### src/rtl/flash_host_pkg.sv
// Purpose: shared constants and types for the serial flash host controller
// Assumes: 20 MHz core clock, flash link clock made here by a divider
// Notes: register offsets are byte addresses on the Avalon slave
package flash_host_pkg;
	// Avalon address width
	localparam int AV_ADDR_W = 5;
	// Register byte offsets
	localparam logic [4:0] OFF_CMD = 5'h00;
	localparam logic [4:0] OFF_ADDR = 5'h04;
	localparam logic [4:0] OFF_COUNT = 5'h08;
	localparam logic [4:0] OFF_STATUS = 5'h0c;
	localparam logic [4:0] OFF_DATA = 5'h10;
	// Status field positions
	localparam int ST_BUSY = 0;
	localparam int ST_REFUSED = 1;
	localparam int ST_RX_VALID = 2;
	localparam int ST_TX_FULL = 3;
	// Reset values and limits
	localparam logic [8:0] COUNT_RESET = 9'h001;
	localparam logic [8:0] COUNT_MAX = 9'h100;
	localparam logic [3:0] IO_IDLE_OUT = 4'hc;
	localparam logic [3:0] IO_IDLE_OE_N = 4'h2;
	// Flash opcodes and fill bytes
	localparam logic [7:0] OPC_ID_SINGLE = 8'h90;
	localparam logic [7:0] OPC_ID_DUAL = 8'h92;
	localparam logic [7:0] OPC_ID_QUAD = 8'h94;
	localparam logic [7:0] OPC_UNIQUE = 8'h4b;
	localparam logic [7:0] OPC_JEDEC = 8'h9f;
	localparam logic [7:0] OPC_PARAM = 8'h5a;
	localparam logic [7:0] OPC_SEC_ERASE = 8'h44;
	localparam logic [7:0] OPC_SEC_PROG = 8'h42;
	localparam logic [7:0] MODE_CONTINUE = 8'hff;
	localparam logic [7:0] DUMMY_FILL = 8'h00;
	// Dummy byte counts
	localparam logic [8:0] UNIQUE_DUMMY_BYTES = 9'h004;
	localparam logic [8:0] PARAM_DUMMY_BYTES = 9'h001;
	// Security register selector range
	localparam logic [3:0] SEC_FIRST = 4'h1;
	localparam logic [3:0] SEC_LAST = 4'h3;
	// Timing in ns and derived cycle counts
	localparam int CORE_PERIOD_NS = 50;
	localparam int LINK_HALF_NS = 200;
	localparam int CS_HIGH_NS = 100;
	function automatic int cycles_min(input int ns);
		return (ns + CORE_PERIOD_NS - 1) / CORE_PERIOD_NS;
	endfunction
	localparam logic [2:0] HALF_CYCLES = 3'(cycles_min(LINK_HALF_NS));
	localparam logic [8:0] CS_HIGH_CYCLES = 9'(cycles_min(CS_HIGH_NS));
	// Commands that software may order
	typedef enum logic [2:0] {
		CMD_ID_SINGLE = 3'h0, CMD_ID_DUAL = 3'h1, CMD_ID_QUAD = 3'h2, CMD_UNIQUE = 3'h3,
		CMD_JEDEC = 3'h4, CMD_PARAM = 3'h5, CMD_SEC_ERASE = 3'h6, CMD_SEC_PROG = 3'h7
	} cmd_t;
	// Lanes used per link clock
	typedef enum logic [1:0] {LANE_SINGLE = 2'h0, LANE_DUAL = 2'h1, LANE_QUAD = 2'h2} lanes_t;
	// Command phases
	typedef enum logic [2:0] {
		PH_IDLE = 3'h0, PH_OPCODE = 3'h1, PH_ADDR = 3'h2, PH_MODE = 3'h3,
		PH_DUMMY = 3'h4, PH_XFER = 3'h5, PH_CS_HIGH = 3'h6
	} phase_t;
endpackage

### src/rtl/link_if.sv
// Purpose: byte handshake between the command sequencer and the link engine
// Assumes: both ends on core_clk
// Notes: start is taken only while busy is low
interface link_if;
	logic start;
	flash_host_pkg::lanes_t lanes;
	logic drive;
	logic [7:0] tx_byte;
	logic cs_active;
	logic busy;
	logic done;
	logic [7:0] rx_byte;
	// Sequencer end
	modport seq(output start, lanes, drive, tx_byte, cs_active, input busy, done, rx_byte);
	// Engine end
	modport eng(input start, lanes, drive, tx_byte, cs_active, output busy, done, rx_byte);
endinterface

### src/rtl/spi_link.sv
// Purpose: shifts one byte over 1, 2 or 4 flash lines per request
// Assumes: link clock idles low, device changes data after falling edges
// Notes: inputs pass two flip-flops; sampled at the rising edge
module spi_link (
	// Clock and reset
	input wire logic core_clk,
	input wire logic srst,
	// Sequencer side
	link_if.eng lk,
	// Flash pins
	output logic cs_n,
	output logic sclk,
	output logic [3:0] io_out,
	output logic [3:0] io_oe_n,
	input wire logic [3:0] io_in
);
	import flash_host_pkg::*;
	// Whole engine state
	typedef struct packed {
		logic [3:0] sync1;
		logic [3:0] sync2;
		logic busy;
		logic done;
		logic sclk;
		logic [2:0] div;
		logic [3:0] clks;
		lanes_t lanes;
		logic drive;
		logic [7:0] shift;
		logic [7:0] rx;
		logic cs_n;
		logic [3:0] io_out;
		logic [3:0] io_oe_n;
	} link_t;
	link_t s, next_s;
	// Output enables and levels for the top bits of a byte
	function automatic logic [7:0] pins_of(input logic [7:0] b, input lanes_t l, input logic d);
		if (l == LANE_QUAD) return {d ? 4'h0 : 4'hf, b[7:4]};
		if (l == LANE_DUAL) return {d ? 4'h0 : 4'h3, 2'h3, b[7:6]};
		return {IO_IDLE_OE_N, 3'h6, b[7]};
	endfunction
	// Bits moved per link clock
	function automatic logic [3:0] bits_of(input lanes_t l);
		return (l == LANE_QUAD) ? 4'h4 : (l == LANE_DUAL) ? 4'h2 : 4'h1;
	endfunction
	// Shift the sampled lines into the receive byte
	function automatic logic [7:0] sample(input logic [7:0] r, input logic [3:0] d, input lanes_t l);
		if (l == LANE_QUAD) return {r[3:0], d};
		if (l == LANE_DUAL) return {r[5:0], d[1:0]};
		return {r[6:0], d[1]};
	endfunction
	// Next state: synchroniser, divider and shifter
	always_comb begin
		next_s = s;
		next_s.sync1 = io_in;
		next_s.sync2 = s.sync1;
		next_s.done = 1'b0;
		next_s.cs_n = !lk.cs_active;
		if (!s.busy) begin
			// Load a byte and present its first bits
			if (lk.start) begin
				next_s.busy = 1'b1;
				next_s.div = 3'h0;
				next_s.clks = 4'(4'h8 / bits_of(lk.lanes));
				next_s.lanes = lk.lanes;
				next_s.drive = lk.drive;
				next_s.shift = lk.tx_byte;
				{next_s.io_oe_n, next_s.io_out} = pins_of(lk.tx_byte, lk.lanes, lk.drive);
			end
		end else if (s.div == HALF_CYCLES - 3'h1) begin
			next_s.div = 3'h0;
			next_s.sclk = !s.sclk;
			if (!s.sclk) begin
				// Rising edge: take device data
				next_s.rx = sample(s.rx, s.sync2, s.lanes);
			end else if (s.clks == 4'h1) begin
				// Last falling edge ends the byte
				next_s.busy = 1'b0;
				next_s.done = 1'b1;
			end else begin
				// Falling edge: next bits out, MSB first
				next_s.clks = s.clks - 4'h1;
				next_s.shift = s.shift << bits_of(s.lanes);
				{next_s.io_oe_n, next_s.io_out} =
					pins_of(s.shift << bits_of(s.lanes), s.lanes, s.drive);
			end
		end else begin
			next_s.div = s.div + 3'h1;
		end
	end
	// State register
	always_ff @(posedge core_clk) begin
		if (srst) begin
			s <= '0;
			s.cs_n <= 1'b1;
			s.io_out <= IO_IDLE_OUT;
			s.io_oe_n <= IO_IDLE_OE_N;
		end else begin
			s <= next_s;
		end
	end
	// Outputs
	assign cs_n = s.cs_n;
	assign sclk = s.sclk;
	assign io_out = s.io_out;
	assign io_oe_n = s.io_oe_n;
	assign lk.busy = s.busy;
	assign lk.done = s.done;
	assign lk.rx_byte = s.rx;
endmodule

### src/rtl/flash_host.sv
// Purpose: host controller issuing flash identification and security commands
// Assumes: device write enable set beforehand by software with other means
// Notes: software orders commands over Avalon-MM; data streams via DATA
// Functional notes
// 90h, zero address, single-lane alternating ID bytes
// 92h sends zero address two bits per clock
// Dual ID bytes return two bits per clock
// Send continuation byte FFh after multi-lane address
// 94h address and ID bytes four bits per clock
// 4Bh, four dummy bytes, then 64-bit ID
// 9Fh returns maker, memory type, capacity bytes
// 5Ah, address, eight dummy clocks, then data
// Parameter address upper sixteen bits must be zero
// Parameter read only on single lane
// Device drops security erase without write enable
// Security register chosen by address bits fifteen-twelve
// Release select right after last erase address bit
// Device busy during self-timed security erase
// Device clears write enable after security erase
// Locked security register ignores erase
// Locked security register ignores program
// 42h with address and one to 256 bytes
// Keep select low through whole program command
// Suspended device refuses matching security opcodes
// Erased security register reads all ones
module flash_host (
	// Clock and reset
	input wire logic core_clk,
	input wire logic srst,
	// Avalon-MM slave
	input wire logic [flash_host_pkg::AV_ADDR_W-1:0] address,
	input wire logic read,
	input wire logic write,
	input wire logic [31:0] writedata,
	output logic [31:0] readdata,
	output logic waitrequest,
	// Flash pins
	output logic cs_n,
	output logic sclk,
	output logic [3:0] io_out,
	output logic [3:0] io_oe_n,
	input wire logic [3:0] io_in
);
	import flash_host_pkg::*;

	// Whole controller state
	typedef struct packed {
		phase_t phase; // Command phase
		cmd_t cmd; // Command in progress
		logic [23:0] addr; // Flash address
		logic [8:0] count; // Data byte count
		logic [8:0] idx; // Byte or gap counter
		logic issued; // Byte handed to engine
		logic refused; // Last order rejected
		logic [7:0] rx_byte; // Byte for software
		logic rx_valid; // Received byte waiting
		logic [7:0] tx_hold; // Program byte from software
		logic tx_full; // Program byte waiting
		logic ack; // Bus answer cycle
		logic [31:0] readdata; // Registered read answer
	} host_t;
	host_t s, next_s;

	// Link handshake
	link_if lk();

	// Byte engine and pin driver
	spi_link u_link (
		.core_clk(core_clk),
		.srst(srst),
		.lk(lk),
		.cs_n(cs_n),
		.sclk(sclk),
		.io_out(io_out),
		.io_oe_n(io_oe_n),
		.io_in(io_in)
	);

	// Opcode for a command
	function automatic logic [7:0] opcode_of(input cmd_t c);
		case (c)
			CMD_ID_SINGLE: return OPC_ID_SINGLE;
			CMD_ID_DUAL: return OPC_ID_DUAL;
			CMD_ID_QUAD: return OPC_ID_QUAD;
			CMD_UNIQUE: return OPC_UNIQUE;
			CMD_JEDEC: return OPC_JEDEC;
			CMD_PARAM: return OPC_PARAM;
			CMD_SEC_ERASE: return OPC_SEC_ERASE;
			default: return OPC_SEC_PROG;
		endcase
	endfunction

	// Commands that take bytes from the device
	function automatic logic is_read(input cmd_t c);
		return (c != CMD_SEC_ERASE) && (c != CMD_SEC_PROG);
	endfunction

	// Manufacturer/device ID reads send a zero address
	function automatic logic is_id(input cmd_t c);
		return (c == CMD_ID_SINGLE) || (c == CMD_ID_DUAL) || (c == CMD_ID_QUAD);
	endfunction

	// Lanes for a phase of a command
	function automatic lanes_t lanes_of(input cmd_t c, input phase_t p);
		if (p == PH_OPCODE || p == PH_DUMMY) return LANE_SINGLE;
		if (c == CMD_ID_DUAL) return LANE_DUAL;
		if (c == CMD_ID_QUAD) return LANE_QUAD;
		return LANE_SINGLE;
	endfunction

	// Security register address is well formed
	function automatic logic sec_ok(input logic [23:0] a);
		return (a[23:16] == 8'h00) && (a[11:8] == 4'h0) &&
			(a[15:12] >= SEC_FIRST) && (a[15:12] <= SEC_LAST);
	endfunction

	// Whether an order may be sent to the device
	function automatic logic order_ok(input cmd_t c, input logic [23:0] a, input logic [8:0] n);
		logic len_ok;
		len_ok = (n != 9'h000) && (n <= COUNT_MAX);
		if (c == CMD_SEC_ERASE) return sec_ok(a);
		if (c == CMD_SEC_PROG) return sec_ok(a) && len_ok;
		if (c == CMD_PARAM) return (a[23:8] == 16'h0000) && len_ok;
		return len_ok;
	endfunction

	// Every access waits one cycle; a DATA access waits until it can be served
	assign waitrequest = (read || write) && !s.ack;
	assign readdata = s.readdata;

	// Bus access and command sequencing
	always_comb begin
		logic rx_wait;
		logic tx_wait;
		next_s = s;
		rx_wait = !s.rx_valid && (s.phase != PH_IDLE) && is_read(s.cmd);
		tx_wait = s.tx_full;
		next_s.ack = 1'b0;
		// First cycle of an access: build the answer
		if ((read || write) && !s.ack) begin
			if (address == OFF_DATA && read) begin
				next_s.ack = !rx_wait;
			end else if (address == OFF_DATA) begin
				next_s.ack = !tx_wait;
			end else begin
				next_s.ack = 1'b1;
			end
			// Read value, unmapped reads as zero
			if (address == OFF_CMD) begin
				next_s.readdata = {26'h0, s.phase, s.cmd};
			end else if (address == OFF_ADDR) begin
				next_s.readdata = {8'h00, s.addr};
			end else if (address == OFF_COUNT) begin
				next_s.readdata = {23'h0, s.count};
			end else if (address == OFF_STATUS) begin
				next_s.readdata = 32'h0;
				next_s.readdata[ST_BUSY] = s.phase != PH_IDLE;
				next_s.readdata[ST_REFUSED] = s.refused;
				next_s.readdata[ST_RX_VALID] = s.rx_valid;
				next_s.readdata[ST_TX_FULL] = s.tx_full;
			end else if (address == OFF_DATA) begin
				next_s.readdata = {24'h0, s.rx_byte};
			end else begin
				next_s.readdata = 32'h0;
			end
		end
		// Answer cycle: writes take effect
		if (s.ack && write) begin
			if (address == OFF_CMD && s.phase == PH_IDLE) begin
				next_s.cmd = cmd_t'(writedata[2:0]);
				if (order_ok(cmd_t'(writedata[2:0]), s.addr, s.count)) begin
					next_s.phase = PH_OPCODE;
					next_s.refused = 1'b0;
					next_s.idx = 9'h000;
					next_s.issued = 1'b0;
					next_s.rx_valid = 1'b0;
					next_s.tx_full = 1'b0;
					if (is_id(cmd_t'(writedata[2:0]))) begin
						next_s.addr = 24'h000000;
					end
				end else begin
					next_s.refused = 1'b1;
				end
			end else if (address == OFF_ADDR && s.phase == PH_IDLE) begin
				next_s.addr = writedata[23:0];
			end else if (address == OFF_COUNT && s.phase == PH_IDLE) begin
				next_s.count = writedata[8:0];
			end else if (address == OFF_DATA && s.cmd == CMD_SEC_PROG && s.phase != PH_IDLE) begin
				next_s.tx_hold = writedata[7:0];
				next_s.tx_full = 1'b1;
			end
		end
		// Answer cycle: a DATA read consumes the byte
		if (s.ack && read && address == OFF_DATA) begin
			next_s.rx_valid = 1'b0;
		end
		// Byte handed to the engine
		if (lk.start) begin
			next_s.issued = 1'b1;
			if (s.phase == PH_XFER && !is_read(s.cmd)) begin
				next_s.tx_full = 1'b0;
			end
		end
		// Byte finished: advance the phase
		if (lk.done) begin
			next_s.issued = 1'b0;
			case (s.phase)
				PH_OPCODE: begin
					next_s.idx = 9'h000;
					if (s.cmd == CMD_JEDEC) begin
						next_s.phase = PH_XFER;
					end else if (s.cmd == CMD_UNIQUE) begin
						next_s.phase = PH_DUMMY;
					end else begin
						next_s.phase = PH_ADDR;
					end
				end
				PH_ADDR: begin
					if (s.idx == 9'h002) begin
						next_s.idx = 9'h000;
						if (s.cmd == CMD_ID_DUAL || s.cmd == CMD_ID_QUAD) begin
							next_s.phase = PH_MODE;
						end else if (s.cmd == CMD_PARAM) begin
							next_s.phase = PH_DUMMY;
						end else if (s.cmd == CMD_SEC_ERASE) begin
							next_s.phase = PH_CS_HIGH;
						end else begin
							next_s.phase = PH_XFER;
						end
					end else begin
						next_s.idx = s.idx + 9'h001;
					end
				end
				PH_MODE: begin
					next_s.phase = PH_XFER;
				end
				PH_DUMMY: begin
					// Four bytes for the unique ID, one for parameters
					if (s.idx == (s.cmd == CMD_UNIQUE ? UNIQUE_DUMMY_BYTES : PARAM_DUMMY_BYTES)
						- 9'h001) begin
						next_s.idx = 9'h000;
						next_s.phase = PH_XFER;
					end else begin
						next_s.idx = s.idx + 9'h001;
					end
				end
				PH_XFER: begin
					// Received bytes set the flag after any clear
					if (is_read(s.cmd)) begin
						next_s.rx_byte = lk.rx_byte;
						next_s.rx_valid = 1'b1;
					end
					if (s.idx == s.count - 9'h001) begin
						next_s.idx = 9'h000;
						next_s.phase = PH_CS_HIGH;
					end else begin
						next_s.idx = s.idx + 9'h001;
					end
				end
				default: begin
					next_s.phase = s.phase;
				end
			endcase
		end
		// Select high gap before the next command
		if (s.phase == PH_CS_HIGH) begin
			if (s.idx == CS_HIGH_CYCLES - 9'h001) begin
				next_s.idx = 9'h000;
				next_s.phase = PH_IDLE;
			end else begin
				next_s.idx = s.idx + 9'h001;
			end
		end
	end

	// Byte request to the engine
	always_comb begin
		lk.start = 1'b0;
		lk.tx_byte = DUMMY_FILL;
		lk.drive = 1'b0;
		lk.lanes = lanes_of(s.cmd, s.phase);
		lk.cs_active = (s.phase != PH_IDLE) && (s.phase != PH_CS_HIGH);
		case (s.phase)
			PH_OPCODE: begin
				lk.start = !s.issued && !lk.busy;
				lk.tx_byte = opcode_of(s.cmd);
				lk.drive = 1'b1;
			end
			PH_ADDR: begin
				// Address MSB byte first
				lk.start = !s.issued && !lk.busy;
				if (s.idx == 9'h000) begin
					lk.tx_byte = s.addr[23:16];
				end else if (s.idx == 9'h001) begin
					lk.tx_byte = s.addr[15:8];
				end else begin
					lk.tx_byte = s.addr[7:0];
				end
				lk.drive = 1'b1;
			end
			PH_MODE: begin
				lk.start = !s.issued && !lk.busy;
				lk.tx_byte = MODE_CONTINUE;
				lk.drive = 1'b1;
			end
			PH_DUMMY: begin
				// Dummy clocks on one lane: io[0] still driven with DUMMY_FILL, only io[1] released
				lk.start = !s.issued && !lk.busy;
			end
			PH_XFER: begin
				// Reads wait for software, programs for a byte
				if (is_read(s.cmd)) begin
					lk.start = !s.issued && !lk.busy && !s.rx_valid;
				end else begin
					lk.start = !s.issued && !lk.busy && s.tx_full;
					lk.tx_byte = s.tx_hold;
					lk.drive = 1'b1;
				end
			end
			default: begin
				lk.start = 1'b0;
			end
		endcase
	end

	// State register
	always_ff @(posedge core_clk) begin
		if (srst) begin
			s <= '0;
			s.count <= COUNT_RESET;
		end else begin
			s <= next_s;
		end
	end
endmodule

### config.mk
export PLATFORM = sky130hd
export DESIGN_NAME = flash_host
export DESIGN_NICKNAME = d
export VERILOG_FILES = /design/src/rtl/flash_host_pkg.sv /design/src/rtl/link_if.sv /design/src/rtl/spi_link.sv /design/src/rtl/flash_host.sv
export SDC_FILE = /design/constraint.sdc
export NUM_CORES = 1
export LEC_CHECK = 0
export ABC_AREA = 1
export BUFFER_PORTS_ARGS = -buffer_cell sky130_fd_sc_hd__buf_2
export CAP_MARGIN = 20
export CORE_MARGIN = 4
export CORE_UTILIZATION = 36
export DETAILED_ROUTE_END_ITERATION = 12
export PLACE_DENSITY = 0.64
export SLEW_MARGIN = 20
export SYNTH_ARGS = -nofsm -noshare
export SYNTH_HDL_FRONTEND = slang
export SYNTH_SLANG_ARGS = --single-unit
export TNS_END_PERCENT = 100
### constraint.sdc
create_clock -name core_clk -period 2.4 [get_ports core_clk]
set_input_delay 0.12 -clock core_clk [delete_from_list [all_inputs] [get_ports core_clk]]
set_output_delay 0.12 -clock core_clk [all_outputs]
set_load 0.01 [all_outputs]
==> key figures, run 1 <==
Placement
  • Last weighted congestion value of the routability-driven placer: 0.9141
  • I/O Buffers: 71
  • Hpwl dp: 17010 um
  • Dpl cell area: 8309 um^2

Cells and area
  • Most common cell after layout, fill and taps aside: nand2_1
  • Fillers: 2208
  • Multi-input logic area: 4098 um^2
  • Layout cell share with drive strength beyond 1: 0.1653
  • Design Area, Final: 9124 um^2
  • Ant. Diodes: 0
  • Layout area overhead: 15.69%
  • Register area: 2763 um^2
  • Nets: 1271
  • Most frequent cells in the layout: 281 x nand2_1, 138 x dfxtp_1, 112 x inv_1

Synth
  • Mapped Area: 7886 um^2
  • Yosys warning count: 0
  • Yosys cell types: 56
  • Ys flop type: dfxtp_1
  • Post-synth ARST share: 0
  • EDFF count, synth: 0
  • Avg Cell Area, Syn: 6.876 um^2
  • Cells after synthesis: 1147
  • Post-synthesis register bit count: 138
  • Post-synthesis sequential area ratio: 0.3503

STA
  • Pins Over Slew Limit: 0
  • F_max: 458.9 MHz
  • Slew @ Worst Pin: 738.9 ps
  • Layout Skew: 7.026 ps
  • Final Cycle Share: 0.9079
  • Final setup TNS: 0 ps
  • RSZ-0062 raised after global routing: false
  • Minimum clock period: 2179 ps
  • Hold Violations, Final: 0
  • Setup violations, final: 0
  • Max-Slew Margin vs Limit: 0.5037

CTS
  • H-tree depth: 4
  • TritonCTS buffer count: 17
  • CTS max path bufs: 2
  • Clock sink count: 138
  • Clock root cell: clkbuf_16
  • Clock Latency Late Sink: 430 ps
  • Reg clk slew, reported paths: 60 ps
  • Setup Buffers After CTS: 0
  • TritonCTS clock tree: done

Routing
  • Initial detailed-routing violation count: 645
  • Final Routed Wirelength: 23190 um
  • Wire length per cell: 15.43 um
  • DRT antenna net count: 0
  • First-pass iteration count of the detailed router: 5
  • Total number of vias: 7710
  • Vias/cell: 5.130
  • DR DRC count: 0

Power and ir drop
  • Power per Cell Area: 569.6 nW/um^2
  • VDD IR max: 0.4586 mV
  • Tot Pwr: 0.005197 W
  • P_leak: 3.878 nW

Floorplanning
  • Die W: 156.0 um
  • IO Pins: 88
  • DIE AREA: 24340 um^2
  • Core Region: 21290 um^2
  • Die Y: 156.0 um
  • Initial Util: 0.3705
  • Std cell rows: 53

GRT
  • Initial antenna violation count: 1
  • First-pass GRT wire length: 37580 um
  • Vias in the first global route: 7196
  • Grt total ovfl: 0
  • Largest net degree at the start of global routing: 64
  • GRT Total Usage: 0.1925

Setup path
  • WP data arrival: 2500 ps
  • Worst-path cell chain: inv_1, ha_1, nand2_1, o21ai_0, inv_1, nand2_1, nand2_1, nand2_1, o21ai_0, o21ai_0, inv_1
  • CP max stage delay: 370 ps
  • Most used cell, CP: nand2_1
  • Maximum fanout along the worst path: 12
  • Slowest-stage cell, CP: dfxtp_1
  • CP Launch Type: flip-flop
  • WP data required: 2720 ps
  • Element type at the critical path end: flip-flop
  • WS Path Type: reg -> reg

Worst hold path
  • Hold WC Path Type: in -> reg

Flow run
  • Max_cap viols: 0

Status
  • Status: complete, no violations
## registers in the layout, summed over array words and instances (netlist names)
| register | count |
|---|---|
| readdata | 24 |
| s | 69 |
| u_link.cs_n | 1 |
| u_link.io_oe_n | 3 |
| u_link.io_out | 4 |
| u_link.lk.busy | 1 |
| u_link.lk.done | 1 |
| u_link.lk.rx_byte | 8 |
| u_link.next_s | 4 |
| u_link.s | 22 |
| u_link.sclk | 1 |
## report_power, final
part | total, W | internal (W) | switching, W
clock | 0.00261 | 0.00158 | 0.00103
sequential | 0.00232 | 0.00231 | 0.0000105
combinational | 0.000270 | 0.0000968 | 0.000174
total | 0.00520 | 0.00399 | 0.00121
## final cells by class
| type | count | area share |
|---|---|---|
| Clock buffer | 21 | 0.05047 |
| Clock inverter | 11 | 0.01330 |
| Inverter | 129 | 0.05389 |
| Multi-Input combinational cell | 802 | 0.4491 |
| Sequential cell | 138 | 0.3028 |
| Tap cell | 275 | 0.03771 |
| Timing Repair Buffer | 127 | 0.09270 |
## cells in the mapped netlist (4+ instances only)
library cell	count	area [um^2]
nand3_2	15	150.1
nor3_1	14	70.07
buf_4	41	307.8
nand2_2	5	31.28
o211ai_1	10	75.07
o21ai_1	9	45.04
nand4_1	7	43.79
inv_2	12	45.04
nand3_1	74	370.4
buf_2	15	75.07
nor2_1	97	364.1
a31oi_1	14	87.58
inv_1	112	420.4
o21ai_0	74	370.4
nand2_1	282	1059
a211oi_1	4	30.03
xor2_1	12	105.1
ha_1	11	137.6
nor2_4	8	90.09
nor3_2	5	50.05
dfxtp_1	138	2763
a21oi_1	105	525.5
a21oi_2	10	87.58
clkbuf_1	18	67.56
buf_6	5	56.30
a221oi_1	6	52.55
## final timing paths
check / from / end / slack [ps] / cells past startpoint
max: s[53] / u_link.s[22] / 220 / 11
min: writedata[4] / s[38] / 9 / 3
max reg2reg: s[53] / u_link.s[22] / 220 / 11
min reg2reg: u_link.next_s[39] / u_link.s[39] / 400 / 2
## critical path: cells and delay by family (launching register included)
kind / cells / cell delay, ps
adder cells (fa/ha/maj): 1 / 310
flip-flops: 1 / 370
AND/OR/NAND/NOR: 4 / 600
AO/OA/AOI/OAI: 3 / 510
buffers and inverters: 3 / 310
## logic make-up (layout without fill, tap and decap cells)
kind of cell	count (synthesis)	after routing	synth area share
and+or+nand+nor	521	521	0.3040
xor gates and xnor gates	12	12	0.01333
DFF	138	138	0.3503
buffers and inverters	214	288	0.1337
muxes	1	1	0.001269
other	1	8	0.0004755
AOI/OAI and AO/OA	249	249	0.1794
adders and majority gates	11	11	0.01745
## through the flow
stage                       util  hold slack, ps  instances  setup WS (ps)
final                     0.4286           8.915       1503          221.0
after global routing      0.4286           19.46       1503          16.89
after detailed placement  0.3903           327.3       1448          236.4
after CTS                 0.4285           4.546       1503          215.1
after global placement    0.3903           323.1       1448          267.9
after floorplan                -           227.0       1154          640.3
## routing by layer
metal / part of all wire / routed length [um] / global-route usage
met2: 0.46 / 10630 / 0.3096
met4: 0.019 / 449 / 0.05961
met5: 0.00030 / 7 / 0
met1: 0.45 / 10500 / 0.2612
met3: 0.069 / 1591 / 0.03745
## repair_timing
action,CTS,global route
endpoints found under the hold margin,23,0
endpoints found under the setup margin,0,2
hold buffers,23,0
gates resized for setup,0,1
Note: power is estimated with default switching activity, not from simulation.
==> inputs of run 2 (changes only) <==
==> constraint.sdc (replaced) <==
create_clock -name core_clk -period 2.4 [get_ports core_clk]
set_input_delay 0.24 -clock core_clk [delete_from_list [all_inputs] [get_ports core_clk]]
set_output_delay 0.24 -clock core_clk [all_outputs]
set_load 0.01 [all_outputs]
==> run 2 against run 1 <==
  * Sequential cell count unchanged
  * Clock power increased by 5%
  * Clock-buffer cell count increased by 1
==> key figures, run 2 (synthesized netlist as in run 1, its figures left out) <==
Status
  • Status: complete, no violations

Power and ir drop
  • Combinational Power Share: 0.045
  • Sequential power share: 0.437
  • Switching Share: 0.2279
  • Switch Pwr: 0.001210 W
  • VDD IR max: 0.5462 mV
  • Power per Cell Area: 597.1 nW/um^2
  • P_int: 0.004100 W
  • Clock group share of total power: 0.518
  • P_leak: 3.765 nW

Routing
  • Final Routed Wirelength: 22800 um
  • DR DRC count: 0
  • Wire length per cell: 15.46 um
  • Initial detailed-routing violation count: 685
  • DRT antenna net count: 0
  • First-pass iteration count of the detailed router: 6
  • Vias/cell: 5.111
  • Total number of vias: 7539

STA
  • Max-Slew Margin vs Limit: 0.4848
  • Setup violations, final: 0
  • Pins Over Slew Limit: 0
  • Slew @ Worst Pin: 767.1 ps
  • Final Cycle Share: 0.9147
  • F_max: 455.5 MHz
  • Final Worst Setup Slack: 204.7 ps
  • Fin Hold WS: 14.71 ps
  • RSZ-0062 raised after global routing: false
  • Final setup TNS: 0 ps
  • Minimum clock period: 2195 ps
  • Hold Violations, Final: 0
  • Layout Skew: 10.24 ps

CTS
  • Clock sink count: 138
  • Reg clk slew, reported paths: 60 ps
  • CTS max path bufs: 2
  • Post-CTS Resized: 0
  • Clock root cell: clkbuf_16
  • H-tree depth: 4
  • TritonCTS buffer count: 17
  • TritonCTS clock tree: done
  • Setup Buffers After CTS: 0
  • Hold buffer count at CTS: 0
  • Clock Latency Late Sink: 420 ps

Placement
  • Hpwl dp: 16760 um
  • Last weighted congestion value of the routability-driven placer: 0.9251
  • Place WS: 192.7 ps
  • I/O Buffers: 71

Setup path
  • WS Path Type: reg -> reg
  • Critical path buffers and inverters: 3
  • CP max stage delay: 370 ps
  • CP Depth: 11
  • Cell family with most CP delay: simple AND/OR/NAND/NOR gates
  • R2r worst-path depth: 11
  • WP data arrival: 2510 ps
  • CP Launch Type: flip-flop
  • Worst-path cell chain: inv_1, ha_1, nand2_1, o21ai_0, inv_1, nand2_1, nand2_1, nand2_1, o21ai_0, o21ai_0, inv_1
  • Element type at the critical path end: flip-flop
  • Maximum fanout along the worst path: 12
  • Most used cell, CP: nand2_1
  • Slowest-stage cell, CP: dfxtp_1
  • WP data required: 2720 ps

Worst hold path
  • Hold WC Path Type: in -> reg
  • Hold Path Stages: 3

Floorplanning
  • Die W: 156.0 um
  • Std cell rows: 53
  • IO Pins: 88
  • Die Y: 156.0 um
  • Core Region: 21290 um^2
  • Initial Util: 0.3705
  • DIE AREA: 24340 um^2

Cells and area
  • Fillers: 2194
  • Layout cell share with drive strength beyond 1: 0.1643
  • Largest reg by FF count: s
  • Nets: 1242
  • Max FFs per register: 69
  • Most frequent cells in the layout: 281 x nand2_1, 138 x dfxtp_1, 112 x inv_1
  • Most common cell after layout, fill and taps aside: nand2_1
  • Layout area overhead: 12.76%

GRT
  • Initial antenna violation count: 2
  • First-pass GRT wire length: 36550 um
  • Vias in the first global route: 6839
  • Largest net degree at the start of global routing: 73
  • GRT Total Usage: 0.1881
  • Grt total ovfl: 0

Flow run
  • Max_cap viols: 0
-- run 2: cell count changes in the layout (fill, tap and decap cells not counted), sizes merged --
cell	previous run	this run
bufinv	2	3
diode	0	1
dlygate4sd3	23	0
buf	104	98
clkinv	9	7
clkbuf	21	22
-- run 2: final timing paths --
kind                startpoint                 to  slack, ps
max                      s[53]       u_link.s[22]        200
max reg2reg              s[53]       u_link.s[22]        200
min                   io_in[3]  u_link.next_s[41]         10
min reg2reg  u_link.next_s[41]       u_link.s[41]        400
-- run 2: worst min-delay path, cell delays in order --
cell,delay [ps]
buf_2,70
inv_1,30
nor2_1,60
-- run 2: cell type report --
| cell class | count | area [um^2] | share of cell area |
|---|---|---|---|
| antenna | 1 | 2.502 | 0.0002814 |
| clock buffer | 22 | 474.2 | 0.05333 |
| sequential | 138 | 2763 | 0.3107 |
| tap | 275 | 344.1 | 0.03869 |
| timing repair buffer | 98 | 570.5 | 0.06416 |
| clock inverter | 10 | 141.4 | 0.01590 |
| inverter | 129 | 491.7 | 0.05530 |
| multi-input combinational | 802 | 4105 | 0.4617 |
-- run 2: metrics by stage --
stage          utilization  std cells  instance area [um^2]  total power, W
6_report            0.4177       1475                  8892        0.005310
5_1_grt             0.4177       1475                  8892        0.005482
4_1_cts             0.4172       1474                  8880        0.005345
3_5_place_dp        0.3882       1442                  8264        0.002611
3_3_place_gp        0.3882       1442                  8264        0.002608
2_1_floorplan            -       1154                  7913        0.002519
-- run 2: metal layers --
metal,track usage,routed length (um)
met5,0,7
met4,0.06336,489
met3,0.03745,1519
met2,0.2911,10230
met1,0.2620,10560
-- run 2: power by group through the flow --
| stage | registers, W | logic (W) | clock network (W) |
|---|---|---|---|
| 3_3_place_gp | 0.00237 | 0.000239 | 0 |
| 6_report | 0.00232 | 0.000241 | 0.00275 |
| 4_1_cts | 0.00232 | 0.000242 | 0.00278 |
| 5_1_grt | 0.00232 | 0.000266 | 0.00290 |
| 2_1_floorplan | 0.00237 | 0.000153 | 0 |
| 3_5_place_dp | 0.00237 | 0.000241 | 0 |
==> inputs of run 3 (changes only) <==
- REMOVE_ABC_BUFFERS: unset -> 1
==> run 3 against run 2 <==
  * Worst setup slack improved by 32 ps
  * Register-to-register slack improved by 30 ps
  * First-iteration DRC count decreased by 2.0%
  * Final cell count increased by 0.20%
  * Wire length decreased by 0.14%
  * Total power increased by 2.9%
  * Clock power increased by 5%
  * Combinational power about the same
  * Sequential power about the same
  * Maximum frequency increased by 1.5%
  * Die area unchanged
  * Non-clock buffer count increased by 4
==> key figures, run 3 (synthesized netlist as in run 1, its figures left out) <==
Cells and area
  • Ant. Diodes: 0
  • Most frequent cells in the layout: 282 x nand2_1, 138 x dfxtp_1, 112 x inv_1
  • Most common cell after layout, fill and taps aside: nand2_1
  • Largest reg by FF count: s
  • Nets: 1246
  • Register area: 2763 um^2
  • Max FFs per register: 69
  • Design Area, Final: 8940 um^2
  • Fillers: 2191
  • Layout area overhead: 13.36%
  • Multi-input logic area: 4095 um^2
  • Layout cell share with drive strength beyond 1: 0.1671

Placement
  • Hpwl dp: 16500 um
  • Dpl cell area: 8287 um^2
  • I/O Buffers: 71
  • Place WS: 251.9 ps
  • Last weighted congestion value of the routability-driven placer: 0.9474

Floorplanning
  • Die Y: 156.0 um
  • IO Pins: 88
  • Std cell rows: 53
  • Die W: 156.0 um
  • Core Region: 21290 um^2
  • DIE AREA: 24340 um^2
  • Initial Util: 0.3705

STA
  • Final Worst Setup Slack: 236.4 ps
  • Fin Hold WS: 22.26 ps
  • Layout Skew: 6.593 ps
  • Final Cycle Share: 0.9015
  • Max-Slew Margin vs Limit: 0.5412
  • Minimum clock period: 2164 ps
  • Setup violations, final: 0
  • Final setup TNS: 0 ps
  • RSZ-0062 raised after global routing: false
  • Pins Over Slew Limit: 0
  • Hold Violations, Final: 0
  • F_max: 462.2 MHz
  • Slew @ Worst Pin: 681.9 ps

CTS
  • Clock root cell: clkbuf_16
  • Clock sink count: 138
  • Post-CTS Resized: 0
  • TritonCTS clock tree: done
  • Reg clk slew, reported paths: 60 ps
  • TritonCTS buffer count: 17
  • H-tree depth: 4
  • Clock Latency Late Sink: 430 ps
  • Setup Buffers After CTS: 0
  • CTS max path bufs: 2
  • Hold buffer count at CTS: 1

GRT
  • First-pass GRT wire length: 37140 um
  • GRT Total Usage: 0.1898
  • Grt total ovfl: 0
  • Largest net degree at the start of global routing: 53
  • Initial antenna violation count: 0
  • Vias in the first global route: 7208

Setup path
  • WS Path Type: reg -> reg
  • Maximum fanout along the worst path: 9
  • WP data required: 2710 ps
  • Worst-path cell chain: inv_1, ha_1, nand2_1, nor2_1, nand2_1, buf_4, nand2_1, nand3_1, nand2_1, nand2_1, nand2_1, nand3_1, nand2_1, a21oi_1
  • Cell family with most CP delay: simple AND/OR/NAND/NOR gates
  • WP data arrival: 2480 ps
  • CP max stage delay: 320 ps
  • Critical path buffers and inverters: 2
  • Most used cell, CP: nand2_1
  • CP Launch Type: flip-flop
  • Element type at the critical path end: flip-flop
  • Slowest-stage cell, CP: dfxtp_1

Routing
  • Total number of vias: 7640
  • DR DRC count: 0
  • Initial detailed-routing violation count: 671
  • First-pass iteration count of the detailed router: 5
  • DRT antenna net count: 0
  • Final Routed Wirelength: 22770 um
  • Wire length per cell: 15.41 um
  • Vias/cell: 5.169

Status
  • Status: complete, no violations

Flow run
  • Max_cap viols: 0

Power and ir drop
  • Tot Pwr: 0.005463 W
  • VDD IR max: 0.5116 mV
  • P_leak: 3.803 nW
  • Power per Cell Area: 611.0 nW/um^2

Worst hold path
  • Hold WC Path Type: in -> reg
run 3: worst register-to-register path, cell delays in order (launching register included):
cell,delay (ps)
dfxtp_1,320
inv_1,150
ha_1,170
nand2_1,50
nor2_1,240
nand2_1,180
buf_4,210
nand2_1,70
nand3_1,60
nand2_1,150
nand2_1,130
nand2_1,110
nand3_1,100
nand2_1,80
a21oi_1,50
run 3: stage by stage:
step	cells	utilization
floorplan	1069	-
global placement	1445	0.3893
detailed placement	1445	0.3893
CTS	1478	0.4200
global route	1478	0.4200
finish	1478	0.4200
run 3: cell type report:
class | instances | area share
clock buffer | 18 | 0.04913
clock inverter | 14 | 0.02281
inverter | 129 | 0.05500
multi-input combinational | 802 | 0.4581
sequential | 138 | 0.3090
tap | 275 | 0.03849
timing repair buffer | 102 | 0.06746
run 3: per-layer routing:
| metal | track usage | wire length (um) | vias to the layer above |
|---|---|---|---|
| li1 | - | - | 3813 |
| met1 | 0.2590 | 10270 | 3484 |
| met2 | 0.2909 | 10150 | 284 |
| met3 | 0.03662 | 1517 | 59 |
| met4 | 0.08504 | 830 | 0 |
| met5 | 0 | 0 | - |
run 3: where the power goes:
group	internal (W)	switching, W	total (W)	leakage (nW)
sequential	0.00231	0.0000115	0.00232	1.11
combinational	0.0000724	0.000165	0.000238	2.37
clock	0.00179	0.00111	0.00290	0.317
total	0.00417	0.00129	0.00546	3.80
run 3: worst paths after layout:
path / depth (start not counted) / start / endpoint / slack (ps)
min reg2reg: 2 / u_link.next_s[38] / u_link.s[38] / 400
max reg2reg: 14 / s[54] / u_link.io_out[1] / 240
max: 14 / s[54] / u_link.io_out[1] / 240
min: 3 / io_in[0] / u_link.next_s[38] / 20
